<file path="config.mk">
export PLATFORM = sky130hd
export DESIGN_NAME = erw_bus_ctrl
export DESIGN_NICKNAME = d
export VERILOG_FILES = /design/src/include/erw_pkg.sv /design/src/include/erw_rdy_if.sv /design/src/rtl/erw_bus_ctrl.sv /design/src/rtl/erw_ready_sync.sv
export SDC_FILE = /design/constraint.sdc
export NUM_CORES = 1
export LEC_CHECK = 0
export ABC_AREA = 1
export BUFFER_PORTS_ARGS = -buffer_cell sky130_fd_sc_hd__buf_2
export CORE_MARGIN = 2
export CORE_UTILIZATION = 25
export CTS_CLUSTER_DIAMETER = 40
export DETAILED_ROUTE_END_ITERATION = 8
export GPL_ROUTABILITY_DRIVEN = 0
export PLACE_DENSITY = 0.4
export SLEW_MARGIN = 20
export SYNTH_ARGS = -nofsm -noshare
export SYNTH_HDL_FRONTEND = slang
export SYNTH_SLANG_ARGS = --single-unit
</file>
<file path="constraint.sdc">
create_clock -name clk -period 4.8 [get_ports clk]
set_clock_uncertainty 0.2 [all_clocks]
set_input_delay 0.72 -clock clk [delete_from_list [all_inputs] [get_ports clk]]
set_output_delay 0.72 -clock clk [all_outputs]
set_load 0.1 [all_outputs]
</file>
<file path="src/include/erw_pkg.sv">
`default_nettype none
package erw_pkg;
	// Register word offsets (byte addresses)
	localparam logic [7:0] ERW_CTRL_OFS   = 8'h00;
	localparam logic [7:0] ERW_STATUS_OFS = 8'h04;
	localparam logic [7:0] ERW_COUNT_OFS  = 8'h08;

	// Control field positions
	localparam int ERW_WAIT_LSB  = 0;
	localparam int ERW_WAIT_W    = 4;
	localparam int ERW_RWDLY_BIT = 4;
	localparam int ERW_MUX_BIT   = 5;
	localparam int ERW_TRI_BIT   = 6;
	localparam int ERW_RDYEN_BIT = 7;
	localparam int ERW_ASYNC_BIT = 8;
	localparam int ERW_RDYHI_BIT = 9;
	localparam int ERW_CTRL_W    = 10;

	// Control value after reset: demux, no waits, ready off
	localparam logic [ERW_CTRL_W-1:0] ERW_CTRL_RST = 10'h000;

	// Bus clock timing: one half period is one clk cycle
	localparam int ERW_CLK_NS      = 20;
	localparam int ERW_HALF_NS     = 20;
	localparam int ERW_HALF_CYCLES =
		(ERW_HALF_NS + ERW_CLK_NS - 1) / ERW_CLK_NS;

	// Bus cycle sequencer states
	typedef enum logic [5:0] {
		ERW_IDLE   = 6'b000001,
		ERW_SWITCH = 6'b000010,
		ERW_ADDR   = 6'b000100,
		ERW_CMD    = 6'b001000,
		ERW_MUXW   = 6'b010000,
		ERW_TRIW   = 6'b100000
	} erw_state_t;
endpackage : erw_pkg
`default_nettype wire

</file>
<file path="src/include/erw_rdy_if.sv">
`timescale 1ns/10ps
`default_nettype none
interface erw_rdy_if;
	logic async_mode;
	logic active_high;
	logic ready_seen;

	// Sequencer side sets the mode, reads the qualified ready
	modport ctrl (output async_mode, output active_high, input ready_seen);
	// Synchroniser side
	modport sync (input async_mode, input active_high, output ready_seen);
endinterface : erw_rdy_if
`default_nettype wire

</file>
<file path="src/rtl/erw_bus_ctrl.sv">
// Function
// Ready inactive: add wait state, resample
// Ready active ends cycle, polarity selectable
// Programmed wait states run before sampling
// Strobe leading edge follows read/write delay
// Partner may drop ready after strobe
// Unaligned async ready held two half-periods
// Synchronous and asynchronous ready modes supported
// Mux wait after mux cycle, optional tristate
// Gap two bus clocks mux+tristate, demux zero; code gives demux with tristate a one bus clock gap
// Bus clock period two half-periods
// Demux then mux inserts two half-periods idle
// Ready disabled: end after programmed waits
`timescale 1ns/10ps
`default_nettype none
module erw_bus_ctrl
	import erw_pkg::*;
#(
	parameter int CNT_W = 16
) (
	// Clock and reset
	input  wire logic        clk,
	input  wire logic        sys_rst,
	// Register port
	input  wire logic [7:0]  reg_addr,
	input  wire logic [31:0] reg_wdata,
	input  wire logic        reg_wr,
	input  wire logic        reg_rd,
	output logic      [31:0] reg_rdata,
	// Bus cycle requests
	input  wire logic        cycle_req,
	input  wire logic        cycle_write,
	output logic             cycle_busy,
	output logic             cycle_done,
	// External bus pins
	input  wire logic        ready_pin,
	output logic             rd_strobe_n,
	output logic             wr_strobe_n,
	output logic             bus_clock_output
);
	logic [ERW_CTRL_W-1:0] ctrl_q;
	erw_state_t            state_q;
	logic                  phase_q;
	logic                  pend_q;
	logic                  write_q;
	logic                  first_q;
	logic                  prev_demux_q;
	logic [ERW_WAIT_W-1:0] wcnt_q;
	logic [7:0]            rwait_q;
	logic [7:0]            last_rwait_q;
	logic [CNT_W-1:0]      count_q;
	logic                  tick;
	logic                  cmd_end;
	logic                  finish;
	logic                  strobe_on;
	erw_rdy_if             rdy ();

	// Control fields
	logic [ERW_WAIT_W-1:0] cfg_wait;
	logic                  cfg_rwdly;
	logic                  cfg_mux;
	logic                  cfg_tri;
	logic                  cfg_rdyen;

	assign cfg_wait  = ctrl_q[ERW_WAIT_LSB +: ERW_WAIT_W];
	assign cfg_rwdly = ctrl_q[ERW_RWDLY_BIT];
	assign cfg_mux   = ctrl_q[ERW_MUX_BIT];
	assign cfg_tri   = ctrl_q[ERW_TRI_BIT];
	assign cfg_rdyen = ctrl_q[ERW_RDYEN_BIT];
	assign rdy.async_mode  = ctrl_q[ERW_ASYNC_BIT];
	assign rdy.active_high = ctrl_q[ERW_RDYHI_BIT];

	// Ready pin synchroniser
	erw_ready_sync u_sync (
		.clk       (clk),
		.sys_rst   (sys_rst),
		.ready_pin (ready_pin),
		.rdy       (rdy.sync)
	);

	// Half-period phase; sequencer steps once per bus clock
	always_ff @(posedge clk or posedge sys_rst) begin
		if (sys_rst) begin
			phase_q <= 1'b0;
		end else begin
			phase_q <= ~phase_q;
		end
	end
	assign tick = phase_q;
	assign bus_clock_output = phase_q;

	// Command phase ends on expired waits and ready, or waits alone
	always_comb begin
		cmd_end = 1'b0;
		if (state_q == ERW_CMD && wcnt_q == '0) begin
			if (!cfg_rdyen) begin
				cmd_end = 1'b1;
			end else begin
				cmd_end = rdy.ready_seen;
			end
		end
	end

	// Cycle is complete when the command state, or the last trailing state if any, is left
	always_comb begin
		finish = 1'b0;
		if (tick) begin
			unique case (state_q)
				ERW_CMD:  finish = cmd_end && !cfg_mux && !cfg_tri;
				ERW_MUXW: finish = !cfg_tri;
				ERW_TRIW: finish = 1'b1;
				default:  finish = 1'b0;
			endcase
		end
	end

	// Control register write
	always_ff @(posedge clk or posedge sys_rst) begin
		if (sys_rst) begin
			ctrl_q <= ERW_CTRL_RST;
		end else if (reg_wr && reg_addr == ERW_CTRL_OFS) begin
			ctrl_q <= reg_wdata[ERW_CTRL_W-1:0];
		end
	end

	// Request capture; ignored while busy
	always_ff @(posedge clk or posedge sys_rst) begin
		if (sys_rst) begin
			pend_q  <= 1'b0;
			write_q <= 1'b0;
		end else if (cycle_req && !cycle_busy) begin
			pend_q  <= 1'b1;
			write_q <= cycle_write;
		end else if (tick && state_q == ERW_IDLE) begin
			pend_q  <= 1'b0;
		end
	end
	assign cycle_busy = pend_q || (state_q != ERW_IDLE);

	// Bus cycle sequencer
	always_ff @(posedge clk or posedge sys_rst) begin
		if (sys_rst) begin
			state_q <= ERW_IDLE;
		end else if (tick) begin
			unique case (state_q)
				ERW_IDLE: begin
					if (pend_q) begin
						state_q <= (cfg_mux && prev_demux_q) ?
							ERW_SWITCH : ERW_ADDR;
					end
				end
				ERW_SWITCH: state_q <= ERW_ADDR;
				ERW_ADDR:   state_q <= ERW_CMD;
				ERW_CMD: begin
					if (cmd_end) begin
						if (cfg_mux) begin
							state_q <= ERW_MUXW;
						end else if (cfg_tri) begin
							state_q <= ERW_TRIW;
						end else begin
							state_q <= ERW_IDLE;
						end
					end
				end
				ERW_MUXW: state_q <= cfg_tri ? ERW_TRIW : ERW_IDLE;
				ERW_TRIW: state_q <= ERW_IDLE;
				default:  state_q <= ERW_IDLE;
			endcase
		end
	end

	// Memory-cycle wait counter and ready wait counter
	always_ff @(posedge clk or posedge sys_rst) begin
		if (sys_rst) begin
			wcnt_q  <= '0;
			rwait_q <= 8'h00;
		end else if (tick && state_q == ERW_ADDR) begin
			wcnt_q  <= cfg_wait;
			rwait_q <= 8'h00;
		end else if (tick && state_q == ERW_CMD) begin
			if (wcnt_q != '0) begin
				wcnt_q <= wcnt_q - 1'b1;
			end else if (!cmd_end && rwait_q != 8'hff) begin
				rwait_q <= rwait_q + 8'h01;
			end
		end
	end

	// First command cycle flag for the delayed strobe edge
	always_ff @(posedge clk or posedge sys_rst) begin
		if (sys_rst) begin
			first_q <= 1'b0;
		end else if (tick) begin
			first_q <= (state_q == ERW_ADDR);
		end
	end

	// Remember a finished demux cycle for the switch idle state
	always_ff @(posedge clk or posedge sys_rst) begin
		if (sys_rst) begin
			prev_demux_q <= 1'b0;
		end else if (tick && state_q == ERW_CMD && cmd_end) begin
			prev_demux_q <= !cfg_mux;
		end
	end

	// Completion statistics
	always_ff @(posedge clk or posedge sys_rst) begin
		if (sys_rst) begin
			count_q      <= '0;
			last_rwait_q <= 8'h00;
		end else if (finish) begin
			count_q      <= count_q + 1'b1;
			last_rwait_q <= rwait_q;
		end
	end
	assign cycle_done = finish;

	// Strobe: delayed by one half-period in the first cycle
	always_comb begin
		strobe_on = (state_q == ERW_CMD) &&
			!(cfg_rwdly && first_q && !phase_q);
		rd_strobe_n = ~(strobe_on && !write_q);
		wr_strobe_n = ~(strobe_on && write_q);
	end

	// Register read, data in the cycle after the strobe
	always_ff @(posedge clk or posedge sys_rst) begin
		if (sys_rst) begin
			reg_rdata <= 32'h0000_0000;
		end else if (reg_rd) begin
			unique case (reg_addr)
				ERW_CTRL_OFS:   reg_rdata <= 32'(ctrl_q);
				ERW_STATUS_OFS: reg_rdata <= {16'h0000, last_rwait_q,
					1'b0, pend_q, state_q};
				ERW_COUNT_OFS:  reg_rdata <= 32'(count_q);
				default:        reg_rdata <= 32'h0000_0000;
			endcase
		end
	end
endmodule : erw_bus_ctrl
`default_nettype wire

</file>
<file path="src/rtl/erw_ready_sync.sv">
`timescale 1ns/10ps
`default_nettype none
module erw_ready_sync
	import erw_pkg::*;
(
	// Clock and reset
	input  wire logic clk,
	input  wire logic sys_rst,
	// Ready pin and qualified result
	input  wire logic ready_pin,
	erw_rdy_if.sync   rdy
);
	logic meta_q;
	logic sync_q;
	logic late_q;
	logic level;

	// Two-stage pin synchroniser, plus one stage for asynchronous mode
	always_ff @(posedge clk or posedge sys_rst) begin
		if (sys_rst) begin
			meta_q <= 1'b0;
			sync_q <= 1'b0;
			late_q <= 1'b0;
		end else begin
			meta_q <= ready_pin;
			sync_q <= meta_q;
			late_q <= sync_q;
		end
	end

	// Mode picks the sampling path, polarity picks the active level
	always_comb begin
		level = rdy.async_mode ? late_q : sync_q;
		rdy.ready_seen = rdy.active_high ? level : ~level;
	end
endmodule : erw_ready_sync
`default_nettype wire

</file>
== Yosys cells after proc, flatten, opt, wreduce, memory -nomap -nowiden ==
Cells that the tools add are included.

* $add $sub $neg: 3
* Multipliers: 0
* Divide/modulo/power cells: 0
* $lt $le $gt $ge: 0
* Eq/ne operators: 13
* Shift-type cells: 0
* Mux-type cells: 22
* Bitwise gates (word level): 4
* Reduce and logical (&&, ||, !) cells: 34

{| class="wikitable"
|+ Operators by type and width
! cell !! number
|-
| case mux 16 bit (3 select lines) || 1
|-
| two-way mux 8 bit || 4
|-
| case mux 6 bit (5 select lines) || 1
|-
| two-way mux 6 bit || 4
|-
| adder 16 x 1 -> 16 bit, second input constant || 1
|-
| logical AND 1 bit || 16
|-
| two-way mux 4 bit || 3
|-
| adder 8 x 1 -> 8 bit, second input constant || 1
|-
| == test 8 x 3 -> 1 bit, second input constant || 1
|-
| == test 8 x 4 -> 1 bit, second input constant || 1
|-
| logical NOT 8 bit || 1
|-
| inequality test 8 bit, second input constant || 1
|-
| nonzero test 2 bit || 4
|-
| logical NOT 1 bit || 7
|-
| two-way mux 1 bit || 7
|-
| == test 6 x 1 -> 1 bit, second input constant || 1
|-
| == test 6 x 2 -> 1 bit, second input constant || 1
|-
| == test 6 x 3 -> 1 bit, second input constant || 1
|-
| == test 6 x 4 -> 1 bit, second input constant || 1
|-
| == test 6 x 5 -> 1 bit, second input constant || 1
|-
| == test 6 bit, second input constant || 1
|-
| inequality test 2 bit, second input constant || 3
|-
| inequality test 6 x 1 -> 1 bit, second input constant || 1
|-
| AND reduction 3 bit || 2
|-
| 8 further kinds || 11
|}

* Bits in registers: 92
* Latch bits: 0
* RAM bits: 0
* Bits in read-only memories: 0
* Output and inout bits: 37
* Logic and storage cells: 91
* Memories: 0

== Depth between registers and ports, before layout ==
Gate-level depths: netlist of the first run.

* Depth in word-level cells: 11
* Gate-level depth with buffers: 11
* Mapped depth without buffers: 11

== Cells and area by module ==
Synthesis of the first run repeated with hierarchy kept, for this count alone.

* Cells, all modules: 578
* Area total of the unflattened synthesis: 4,304.1 µm²

{| class="wikitable"
|+ Modules (own cells, without submodules)
! module !! times used !! cells each !! area each (µm²) !! sequential area each (µm²)
|-
| erw_bus_ctrl || 1 || 563 || 4,181.5 || 1,828.0
|-
| erw_ready_sync || 1 || 15 || 122.6 || 75.1
|}

== Least setup slack after synthesis of the first run ==
No wires, ideal clock.

* Kind: flip-flop to output port
* Start: reg phase_q (netlist: bus_clock_output)
* End: out rd_strobe_n
* Arrival: 2,077 ps
* Data required time: 3,880 ps
* Setup slack: 1,803 ps
* Stages on the path, launching flop included: 4
* Buffers on the path: 0
* Cells stage by stage: dfrtp_1 > inv_1 > a31oi_1 > nand2_1

* Longest elaborated chain between the ends: 6

{| class="wikitable"
|+ RTL lines
! item !! RTL line !! source
|-
| from (decl) || erw_bus_ctrl.sv:43 || <nowiki>logic phase_q;</nowiki>
|-
| from (signal assigned) || erw_bus_ctrl.sv:86 || <nowiki>phase_q <= ~phase_q;</nowiki>
|-
| logical NOT 1 bit || erw_bus_ctrl.sv:222 || <nowiki>!(cfg_rwdly && first_q && !phase_q);</nowiki>
|-
| logical AND 1 bit || erw_bus_ctrl.sv:222 ||
|-
| logical NOT 1 bit || erw_bus_ctrl.sv:222 ||
|-
| logical AND 1 bit || erw_bus_ctrl.sv:221 || <nowiki>strobe_on = (state_q == ERW_CMD) &&</nowiki>
|-
| logical AND 1 bit || erw_bus_ctrl.sv:223 || <nowiki>rd_strobe_n = ~(strobe_on && !write_q);</nowiki>
|-
| NOT 1 bit || erw_bus_ctrl.sv:223 ||
|-
| to (decl) || erw_bus_ctrl.sv:37 || <nowiki>output logic rd_strobe_n,</nowiki>
|}

No other way between the ends.

== Worst setup path after layout of the first run ==
* Start: reg state_q[4]
* End: out cycle_done

* Longest elaborated chain between the ends: 7
* Elaborated cells between the ends (all ways): 9
* Those cells by class: eq/ne (3); mux (3); reduce/logical (3)

{| class="wikitable"
|+ RTL lines
! item !! RTL line !! source
|-
| from (decl) || erw_bus_ctrl.sv:42 || <nowiki>erw_state_t state_q;</nowiki>
|-
| from (signal assigned) || erw_bus_ctrl.sv:148 || <nowiki>state_q <= (cfg_mux && prev_demux_q) ?</nowiki>
|-
| from (signal assigned) || erw_bus_ctrl.sv:165 || <nowiki>ERW_MUXW: state_q <= cfg_tri ? ERW_TRIW : ERW_IDLE;</nowiki>
|-
| == test 6 x 4 -> 1 bit || erw_bus_ctrl.sv:95, erw_bus_ctrl.sv:108 ||
|-
| logical AND 1 bit || erw_bus_ctrl.sv:95 || <nowiki>if (state_q == ERW_CMD && wcnt_q == '0) begin</nowiki>
|-
| two-way mux 1 bit || erw_bus_ctrl.sv:95 ||
|-
| logical AND 1 bit (2 in a row) || erw_bus_ctrl.sv:109 || <nowiki>ERW_CMD: finish = cmd_end && !cfg_mux && !cfg_tri;</nowiki>
|-
| case mux 1 bit (3 select lines) * || erw_bus_ctrl.sv:108 || <nowiki>unique case (state_q)</nowiki>
|-
| two-way mux 1 bit * || erw_bus_ctrl.sv:107 || <nowiki>if (tick) begin</nowiki>
|-
| to (decl) || erw_bus_ctrl.sv:34 || <nowiki>output logic cycle_done,</nowiki>
|}

Mark *: on every way between the ends. The rest lies on a longest branch, timed or not.

==> impl_metrics.tcl, run 1 <==
set metrics [dict create \
    cellPowerDensity_mw_per_mm2 415 \
    yosysSeqAreaShare_pct 44.9 \
    clkTransAtPathRegs_ns 0.06 \
    core_area_mm2 0.0166 \
    die-height_um 134 \
    startpoint_type "flop" \
    ant_nets 0 \
    antenna_cells_inserted 0 \
    grt_pass1_vias 3649 \
    drv_cap 0 \
    initial_core_util_pct 25.6 \
    detail_route.iter0.violations 160 \
    floorplan.rows 47 \
    hold_buffers 0 \
    final-hold-violation-count 0 \
    via_count 3622 \
    capturing_element_type_of_the_critical_path "primary output" \
    crit_required_ns 3.88 \
    routed_via_density 4.43 \
    crit-reg2reg-capture "last_rwait_q[0]" \
    fin_crit_sh_pct 71.9 \
    maxSlewHeadroom_pct 44.2 \
    num-fill-cells 1827 \
    sinks_on_the_clock_net 76 \
    io_pins 84 \
    synthTopCellsByArea "sky130_fd_sc_hd__dfrtp_1 44%, sky130_fd_sc_hd__nand2_1 17%, sky130_fd_sc_hd__nand3_1 8.4%" \
    netlist.area_leader.share_pct 44.2 \
    worst-r2r-setup-slack_ns 2.64 \
    place.detailed.instances 802 \
    critPathKind "flop to primary output" \
    globalRouteTotalUtil_pct 13.5 \
    drt-wirelength-per-cell_um 13.7 \
    io_buffer_count 45 \
    r2r_cells 8 \
    cts_inserted_buffers 9 \
    syn_area_cell_um2 7.70 \
    setup_violations 0 \
    min-delay-path-class "flop to flop" \
    holdPathEnd "u_sync.sync_q" \
    fin_tns_setup_ns 0 \
    drive_above_1_share_pct 14.6 \
    min_from "u_sync.meta_q" \
    drc_errors 0 \
    ys.warnings.count 0 \
    worst-path-max-fanout 25 \
    detailed_place_hpwl_um 8160 \
    cts_resized 0 \
    achievable-frequency_mhz 290 \
    gr-total-overflow 0 \
    insertion_delay_ns 0.35 \
    totalWireLength_um 11200 \
    rsz0062_at_grt "false" \
    timing.final.ws_setup_ns 1.35 \
    floorplan.die.width_um 134 \
    instances_no_fill 817 \
    timing_worst_slew_pin_value_ns 0.836 \
    postCtsSetupRepairBufs 0 \
    largest_net_degree_at_the_start_of_global_routing 40 \
    cts_tree "yes" \
    design.die.area_mm2 0.0180 \
    final_cell_mix "197 x sky130_fd_sc_hd__nand2_1, 75 x sky130_fd_sc_hd__dfrtp_1, 71 x sky130_fd_sc_hd__nand3_1" \
    timing.hold.worst_path_depth 0 \
    ctsHtreeMaxLevel 3 \
    worst_path_largest_cell_delay_ns 0.46 \
    finalCriticalPeriod_ns 3.45 \
    critical_path.slowest_cell "sky130_fd_sc_hd__dfrtp_1" \
    place_worst_setup_slack_ns 1.71 \
    antenna_found_initial 0 \
    crit-reg2reg-launch "state_q[4]" \
    synth_cells 551 \
    root_buffer "sky130_fd_sc_hd__clkbuf_16" \
    timing.critical_path.cells "nor2_4 > nand3_4 > nor2_4 > nand4_2 > nand2_4 > nand2_4 > inv_1 > buf_2" \
    layout.nets 644 \
    run_status "finished clean" \
    final_max_slew_viol_count 0 \
    layout.cells.most_common "sky130_fd_sc_hd__nand2_1" \
    grt_first_pass_wirelength_um 19100 \
    synth_area_leader_cell "sky130_fd_sc_hd__dfrtp_1" \
    synth.ff_latch_count 76 \
    finalPower_mw 2.03 \
    clk_path_buf_depth 2 \
    power.leakage_nw 2.50 \
    post_synth_instance_area_mm2 0.00424 \
    fin_hold_ws_ns 0.149 \
    areaGrowthSynthToFinish_pct 15.6 \
    synthDistinctLibCells 35 \
    drt_pre_antenna_iters 4 \
    vdd.ir_drop.worst_mv 0.294 \
    timing.critical_path.arrival_ns 2.53 \
]
-- critical path, delay by kind of cell (launching register included) --
kind | cells | cell delay, ns
buffers and inverters | 2 | 0.52
DFF | 1 | 0.46
and+or+nand+nor | 6 | 1.19
-- synthesized netlist by cell type --
library cell               instances
sky130_fd_sc_hd__conb_1            1
sky130_fd_sc_hd__a31oi_1           2
sky130_fd_sc_hd__nand3_2           1
sky130_fd_sc_hd__a21oi_4           1
sky130_fd_sc_hd__xor2_1           17
sky130_fd_sc_hd__nand3_1          71
sky130_fd_sc_hd__nor2_2            3
sky130_fd_sc_hd__nand3_4           1
sky130_fd_sc_hd__nand2_1         197
sky130_fd_sc_hd__o21ai_0          23
sky130_fd_sc_hd__clkinv_1          1
sky130_fd_sc_hd__clkbuf_1          7
sky130_fd_sc_hd__buf_1             1
sky130_fd_sc_hd__inv_1            39
sky130_fd_sc_hd__nor3_4            2
sky130_fd_sc_hd__o21ai_1           1
sky130_fd_sc_hd__dfstp_2           1
sky130_fd_sc_hd__ha_1              4
sky130_fd_sc_hd__nor2_1           36
sky130_fd_sc_hd__a21boi_0          1
sky130_fd_sc_hd__nand4_2           2
sky130_fd_sc_hd__inv_2             3
sky130_fd_sc_hd__nand2_4           4
sky130_fd_sc_hd__nand4_1           5
sky130_fd_sc_hd__or2_4             1
sky130_fd_sc_hd__a21oi_1           5
sky130_fd_sc_hd__buf_4            19
sky130_fd_sc_hd__and2_1            1
sky130_fd_sc_hd__buf_6             2
sky130_fd_sc_hd__o211ai_1          7
sky130_fd_sc_hd__xnor2_1           3
sky130_fd_sc_hd__buf_2             4
sky130_fd_sc_hd__dfrtp_1          75
sky130_fd_sc_hd__nor3_1            6
sky130_fd_sc_hd__nor2_4            4
-- layer usage --
layer | track usage, % | up-vias | wire length, µm
met5 | 0 | - | 0
met1 | 17.8 | 1732 | 5480
met2 | 21.5 | 66 | 5160
met3 | 3.17 | 11 | 373
li1 | - | 1813 | -
met4 | 4.74 | 0 | 165
-- power breakdown --
| group | leakage [nW] | total (mW) | switching, mW | internal [mW] |
|---|---|---|---|---|
| Sequential | 1.01 | 0.782 | 0.0720 | 0.710 |
| Clock | 0.146 | 0.682 | 0.268 | 0.414 |
| Combinational | 1.34 | 0.571 | 0.421 | 0.150 |
-- sequential cells by signal, indices dropped and copies added (netlist names) --
register          cells
count_q              16
prev_demux_q          1
first_q               1
u_sync.meta_q         1
pend_q                1
reg_rdata            16
ctrl_q               10
bus_clock_output      1
u_sync.late_q         1
state_q               6
u_sync.sync_q         1
rwait_q               8
write_q               1
wcnt_q                4
last_rwait_q          8
-- kinds of logic after synthesis --
family | after synthesis | share of synthesized area, %
AND/OR/NAND/NOR | 334 | 35.4
buffers and inverters | 76 | 8.88
other | 1 | 0.0884
AO/OA/AOI/OAI | 40 | 5.51
adder cells (fa/ha/maj) | 4 | 1.18
XOR/XNOR | 20 | 4.13
flip-flops | 76 | 44.9
-- worst max path at each step --
| stage | startpoint | end | cells past startpoint | slack (ns) |
|---|---|---|---|---|
| 3_5_place_dp | state_q[4] | cycle_done | 8 | 1.71 |
| 4_1_cts | state_q[4] | cycle_done | 8 | 1.32 |
| 3_3_place_gp | wcnt_q[0] | cycle_done | 9 | 1.71 |
| 2_1_floorplan | bus_clock_output | rd_strobe_n | 3 | 1.80 |
| 5_1_grt | wcnt_q[0] | cycle_done | 9 | 1.13 |
| 6_report | state_q[4] | cycle_done | 8 | 1.35 |
-- metrics by stage --
step | util [%] | instance area (µm²)
2_1_floorplan | - | 4300
3_3_place_gp | 27.8 | 4610
3_5_place_dp | 27.8 | 4610
4_1_cts | 29.6 | 4910
5_1_grt | 29.6 | 4910
6_report | 29.6 | 4910
-- area by class of cell --
cell class / count / area [µm²] / area share [%]
well taps: 220 / 275 / 5.61
clock buffers: 11 / 243 / 4.95
flip-flops and latches: 76 / 1900 / 38.8
repair buffers: 49 / 255 / 5.20
multi-input cells: 414 / 2020 / 41.2
clock inverters: 4 / 48.8 / 0.995
inverters: 43 / 161 / 3.29
(Power assumes the default switching activity.)
==> run 2: changes to the inputs <==
--- a/config.mk
+++ b/config.mk
@@ -12,7 +12,7 @@
 export CTS_CLUSTER_DIAMETER = 40
 export DETAILED_ROUTE_END_ITERATION = 8
 export GPL_ROUTABILITY_DRIVEN = 0
-export PLACE_DENSITY = 0.4
+export PLACE_DENSITY = 0.42
 export SLEW_MARGIN = 20
 export SYNTH_ARGS = -nofsm -noshare
 export SYNTH_HDL_FRONTEND = slang
==> constraint.sdc (replaced) <==
create_clock -name clk -period 3.1 [get_ports clk]
set_clock_uncertainty 0.2 [all_clocks]
set_input_delay 0.465 -clock clk [delete_from_list [all_inputs] [get_ports clk]]
set_output_delay 0.465 -clock clk [all_outputs]
set_load 0.1 [all_outputs]
==> run 2 against run 1 <==
Against the previous run: clock power increased by 55%; critical path depth unchanged; count of clock-buffer cells in the layout decreased by 1; via count increased by 0.41%; global-route usage decreased by 0.32 points; die area unchanged; critical endpoint unchanged; power increased by 55%; sequential share of layout area decreased by 0.41 points; final area increased by 1.1%.
==> impl_metrics.tcl, run 2 (synthesis gave the netlist of run 1 again) <==
set metrics [dict create \
    gr-total-overflow 0 \
    multiInputGateArea_mm2 0.00202 \
    root_buffer "sky130_fd_sc_hd__clkbuf_16" \
    postCtsSetupRepairBufs 0 \
    clkTransAtPathRegs_ns 0.06 \
    fin_tns_setup_ns 0 \
    drive_above_1_share_pct 15.1 \
    crit-reg2reg-launch "state_q[4]" \
    combinationalPowerShare_pct 28.4 \
    drc_errors 0 \
    detailed_place.area_mm2 0.00466 \
    fin_crit_sh_pct 89.1 \
    routed_via_density 4.43 \
    cellPowerDensity_mw_per_mm2 638 \
    place_worst_setup_slack_ns 0.712 \
    worst-r2r-setup-slack_ns 0.95 \
    place.detailed.instances 805 \
    cts_resized 0 \
    ctsHtreeMaxLevel 3 \
    floorplan.rows 47 \
    design.die.area_mm2 0.0180 \
    post-route-cell-area_mm2 0.00496 \
    pwr-share-clk_pct 33.4 \
    achievable-frequency_mhz 362 \
    final-hold-violation-count 0 \
    timing_worst_slew_pin_value_ns 0.789 \
    holdPathEnd "u_sync.meta_q" \
    cts_inserted_buffers 9 \
    drv_cap 0 \
    cts_tree "yes" \
    biggest_registers_after_layout "count_q (16), reg_rdata (16), ctrl_q (10)" \
    vdd.ir_drop.worst_mv 0.455 \
    final_max_slew_viol_count 0 \
    finalPower_mw 3.16 \
    die-height_um 134 \
    clk_path_buf_depth 2 \
    power.leakage_nw 2.51 \
    insertion_delay_ns 0.35 \
    io_pins 84 \
    finalCriticalPeriod_ns 2.76 \
    timing.critical_path.arrival_ns 2.10 \
    areaGrowthSynthToFinish_pct 16.9 \
    seqCellArea_mm2 0.00190 \
    antenna_cells_inserted 0 \
    startpoint_type "flop" \
    sinks_on_the_clock_net 76 \
    via_count 3637 \
    maxSlewHeadroom_pct 47.3 \
    drt-wirelength-per-cell_um 13.4 \
    num-fill-cells 1800 \
    min_from "ready_pin" \
    instances_no_fill 821 \
    run_status "finished clean" \
    power.share.switching_pct 38.1 \
    power_frac_seq_pct 38.2 \
    capturing_element_type_of_the_critical_path "primary output" \
    grt_pass1_vias 3598 \
    min-delay-path-class "input port to flop" \
    antenna_found_initial 0 \
    critPathKind "flop to primary output" \
    globalRouteTotalUtil_pct 13.1 \
    ant_nets 0 \
    setup_violations 0 \
    post-route-util_pct 29.9 \
    io_buffer_count 45 \
    timing.final.ws_setup_ns 0.339 \
    grt_first_pass_wirelength_um 18500 \
    power_report.internal_total_mw 1.96 \
    r2r_cells 9 \
    layout.nets 647 \
    hold_buffers 0 \
    detailed_place_hpwl_um 8030 \
    fin_hold_ws_ns 0.0325 \
    worst-path-max-fanout 25 \
    drt_pre_antenna_iters 4 \
    final_cell_mix "197 x sky130_fd_sc_hd__nand2_1, 75 x sky130_fd_sc_hd__dfrtp_1, 71 x sky130_fd_sc_hd__nand3_1" \
    totalWireLength_um 11000 \
    initial_core_util_pct 25.6 \
    core_area_mm2 0.0166 \
    floorplan.die.width_um 134 \
    crit_required_ns 2.43 \
    largest_net_degree_at_the_start_of_global_routing 45 \
    rsz0062_at_grt "false" \
    layout.cells.most_common "sky130_fd_sc_hd__nand2_1" \
    crit-reg2reg-capture "count_q[5]" \
    p_switching_mw 1.20 \
    detail_route.iter0.violations 206 \
    timing.hold.worst_path_depth 1 \
]
==> run 2: layout make-up <==
type	count	area share (%)
Multi-Input combinational cell	414	40.7
Sequential cell	76	38.4
Tap cell	220	5.55
Clock buffer	10	4.62
Clock inverter	6	1.29
Timing Repair Buffer	52	6.16
Inverter	43	3.28
==> run 2: how the worst max path moves through the flow <==
stage / startpoint / endpoint / slack (ns) / depth (start not counted)
after global routing: wcnt_q[0] / cycle_done / 0.17 / 9
after global placement: state_q[4] / cycle_done / 0.73 / 8
after CTS: state_q[4] / cycle_done / 0.33 / 8
final: state_q[4] / cycle_done / 0.34 / 8
after detailed placement: state_q[4] / cycle_done / 0.71 / 8
after floorplan: bus_clock_output / rd_strobe_n / 0.36 / 3
==> run 2: power by group through the flow <==
stage                     Sequential, mW  Clock, mW  Combinational [mW]
after detailed placement            1.22          0               0.895
final                               1.21       1.06               0.897
after CTS                           1.21       1.08               0.905
after global placement              1.22          0               0.894
after global routing                1.22       1.13                1.01
after floorplan                     1.19          0               0.745
==> run 2: worst max-delay path, stage by stage, from the launching register on <==
cell                      delay, ns
sky130_fd_sc_hd__dfrtp_1       0.47
sky130_fd_sc_hd__nor2_4        0.21
sky130_fd_sc_hd__nand3_4       0.16
sky130_fd_sc_hd__nor2_4        0.14
sky130_fd_sc_hd__nand4_2       0.13
sky130_fd_sc_hd__nand2_4       0.28
sky130_fd_sc_hd__nand2_4       0.07
sky130_fd_sc_hd__inv_1         0.10
sky130_fd_sc_hd__buf_12        0.18
==> run 2: per-layer routing <==
layer | GRT usage (%) | wire (µm)
met1 | 17.4 | 5360
met4 | 6.61 | 280
met5 | 0 | 0
met2 | 20.4 | 4940
met3 | 2.57 | 380
==> run 3: changes to the inputs <==
--- a/config.mk
+++ b/config.mk
@@ -8,11 +8,11 @@
 export ABC_AREA = 1
 export BUFFER_PORTS_ARGS = -buffer_cell sky130_fd_sc_hd__buf_2
 export CORE_MARGIN = 2
-export CORE_UTILIZATION = 25
+export CORE_UTILIZATION = 50
 export CTS_CLUSTER_DIAMETER = 40
 export DETAILED_ROUTE_END_ITERATION = 8
 export GPL_ROUTABILITY_DRIVEN = 0
-export PLACE_DENSITY = 0.42
+export PLACE_DENSITY = 0.74
 export SLEW_MARGIN = 20
 export SYNTH_ARGS = -nofsm -noshare
 export SYNTH_HDL_FRONTEND = slang
==> run 3 against run 2 <==
Against the previous run: sequential cell count unchanged; wire length fell by 16%; largest cell class unchanged; the flow now finishes with violations (hold timing); count of clock-buffer cells in the layout down 1; register-to-register slack about the same; largest power group unchanged; clock power fell by 32%; worst setup slack worse by 0.19 ns; utilization up 27 points; non-clock buffer count is 1 lower; via count grew 1.2%; final area fell by 5.7%; first-iteration DRC count rose by 15%; die area fell by 49%; critical path type unchanged.
==> impl_metrics.tcl, run 3 (synthesis gave the netlist of run 1 again) <==
set metrics [dict create \
    detail_route.iter0.violations 237 \
    grt_first_pass_wirelength_um 16000 \
    finalCriticalPeriod_ns 2.95 \
    design.die.area_mm2 0.00924 \
    power_report.internal_total_mw 1.69 \
    startpoint_type "flop" \
    antenna_found_initial 0 \
    worst-path-max-fanout 25 \
    drt-wirelength-per-cell_um 13.2 \
    hold_buffers 0 \
    critPathKind "flop to primary output" \
    drive_above_1_share_pct 14.9 \
    ant_nets 0 \
    core_area_mm2 0.00822 \
    rsz0062_at_grt "false" \
    power.leakage_nw 2.45 \
    gr-total-overflow 0 \
    drv_cap 0 \
    floorplan.rows 33 \
    largest_net_degree_at_the_start_of_global_routing 77 \
    timing.critical_path.arrival_ns 2.28 \
    final_max_slew_viol_count 0 \
    die-height_um 96.1 \
    clkTransAtPathRegs_ns 0.08 \
    areaGrowthSynthToFinish_pct 10.2 \
    cts_tree "yes" \
    clk_path_buf_depth 2 \
    biggest_registers_after_layout "count_q (16), reg_rdata (16), ctrl_q (10)" \
    final-hold-violation-count 20 \
    run_status "complete, but fails checks" \
    cts_resized 0 \
    capturing_element_type_of_the_critical_path "primary output" \
    post-route-cell-area_mm2 0.00468 \
    grt_pass1_vias 3495 \
    pwr-share-clk_pct 25.7 \
    routed_via_density 5.23 \
    detailed_place.area_mm2 0.00450 \
    io_pins 84 \
    vdd.ir_drop.worst_mv 0.346 \
    post-route-util_pct 56.9 \
    layout.nets 646 \
    fin_hold_ws_ns -0.0339 \
    postCtsSetupRepairBufs 0 \
    io_buffer_count 45 \
    fin_tns_setup_ns 0 \
    floorplan.die.width_um 96.1 \
    via_count 3680 \
    drt_pre_antenna_iters 5 \
    p_switching_mw 1.10 \
    initial_core_util_pct 51.6 \
    antenna_cells_inserted 0 \
    worst-r2r-setup-slack_ns 0.96 \
    setup_violations 0 \
    cts_inserted_buffers 9 \
    layout.cells.most_common "sky130_fd_sc_hd__nand2_1" \
    final_cell_mix "197 x sky130_fd_sc_hd__nand2_1, 75 x sky130_fd_sc_hd__dfrtp_1, 71 x sky130_fd_sc_hd__nand3_1" \
    sinks_on_the_clock_net 76 \
    power.share.switching_pct 39.5 \
    power_frac_seq_pct 43.1 \
    totalWireLength_um 9250 \
    insertion_delay_ns 0.35 \
    min-delay-path-class "input port to asynchronous set/reset pin" \
    violations "hold timing" \
    root_buffer "sky130_fd_sc_hd__clkbuf_8" \
    drc_errors 0 \
    fin_crit_sh_pct 95.0 \
    detailed_place_hpwl_um 6610 \
    combinationalPowerShare_pct 31.2 \
    cellPowerDensity_mw_per_mm2 598 \
    ctsHtreeMaxLevel 3 \
    globalRouteTotalUtil_pct 22.3 \
    crit_required_ns 2.43 \
    achievable-frequency_mhz 339 \
]
## run 3: per-stage QoR
step                worst slack, ns  power, mW  instances
global route                 0.0420       2.99        703
global placement              0.599       2.07        689
finish                        0.154       2.80        703
detailed placement            0.543       2.10        689
floorplan                     0.358       1.94        566
CTS                           0.152       2.82        703
## run 3: worst max-delay path, stage by stage, from the launching register on
cell and delay, ns:
sky130_fd_sc_hd__dfrtp_1 0.46, sky130_fd_sc_hd__nor2_2 0.22, sky130_fd_sc_hd__inv_2 0.06, sky130_fd_sc_hd__nor2_4 0.10, sky130_fd_sc_hd__nand4_1 0.10, sky130_fd_sc_hd__and2_1 0.19
sky130_fd_sc_hd__nand2_4 0.25, sky130_fd_sc_hd__nand2_4 0.07, sky130_fd_sc_hd__inv_1 0.05, sky130_fd_sc_hd__buf_2 0.41
## run 3: path summary, 6_finish.rpt
kind / startpoint / end / cells after the start
max: state_q[2] / cycle_done / 9
min: sys_rst / reg_rdata[4] / 3
max reg2reg: state_q[2] / last_rwait_q[3] / 10
min reg2reg: u_sync.meta_q / u_sync.sync_q / 0
max in group asynchronous: sys_rst / state_q[0] / 3
min in group clk: ready_pin / u_sync.meta_q / 1
## run 3: per-layer routing
| metal | wire length [µm] | up-vias | track usage [%] |
|---|---|---|---|
| li1 | - | 1813 | - |
| met1 | 4080 | 1728 | 29.9 |
| met2 | 4480 | 121 | 35.6 |
| met3 | 516 | 18 | 3.13 |
| met4 | 174 | 0 | 10.6 |
| met5 | 0 | - | 0 |
## run 3: cell type report
type                            instances  area (µm²)
Clock buffer                            9         124
Clock inverter                          5        55.1
Fill cell                             753        3540
Inverter                               43         161
Multi-Input combinational cell        414        2020
Sequential cell                        76        1900
Tap cell                              105         131
Timing Repair Buffer                   51         283
## run 3: power by group through the flow
stage               clock network (mW)  registers [mW]  logic (mW)
finish                           0.718            1.20       0.874
global route                     0.781            1.22       0.987
CTS                              0.736            1.20       0.878
detailed placement                   0            1.22       0.876
global placement                     0            1.22       0.855
floorplan                            0            1.19       0.745
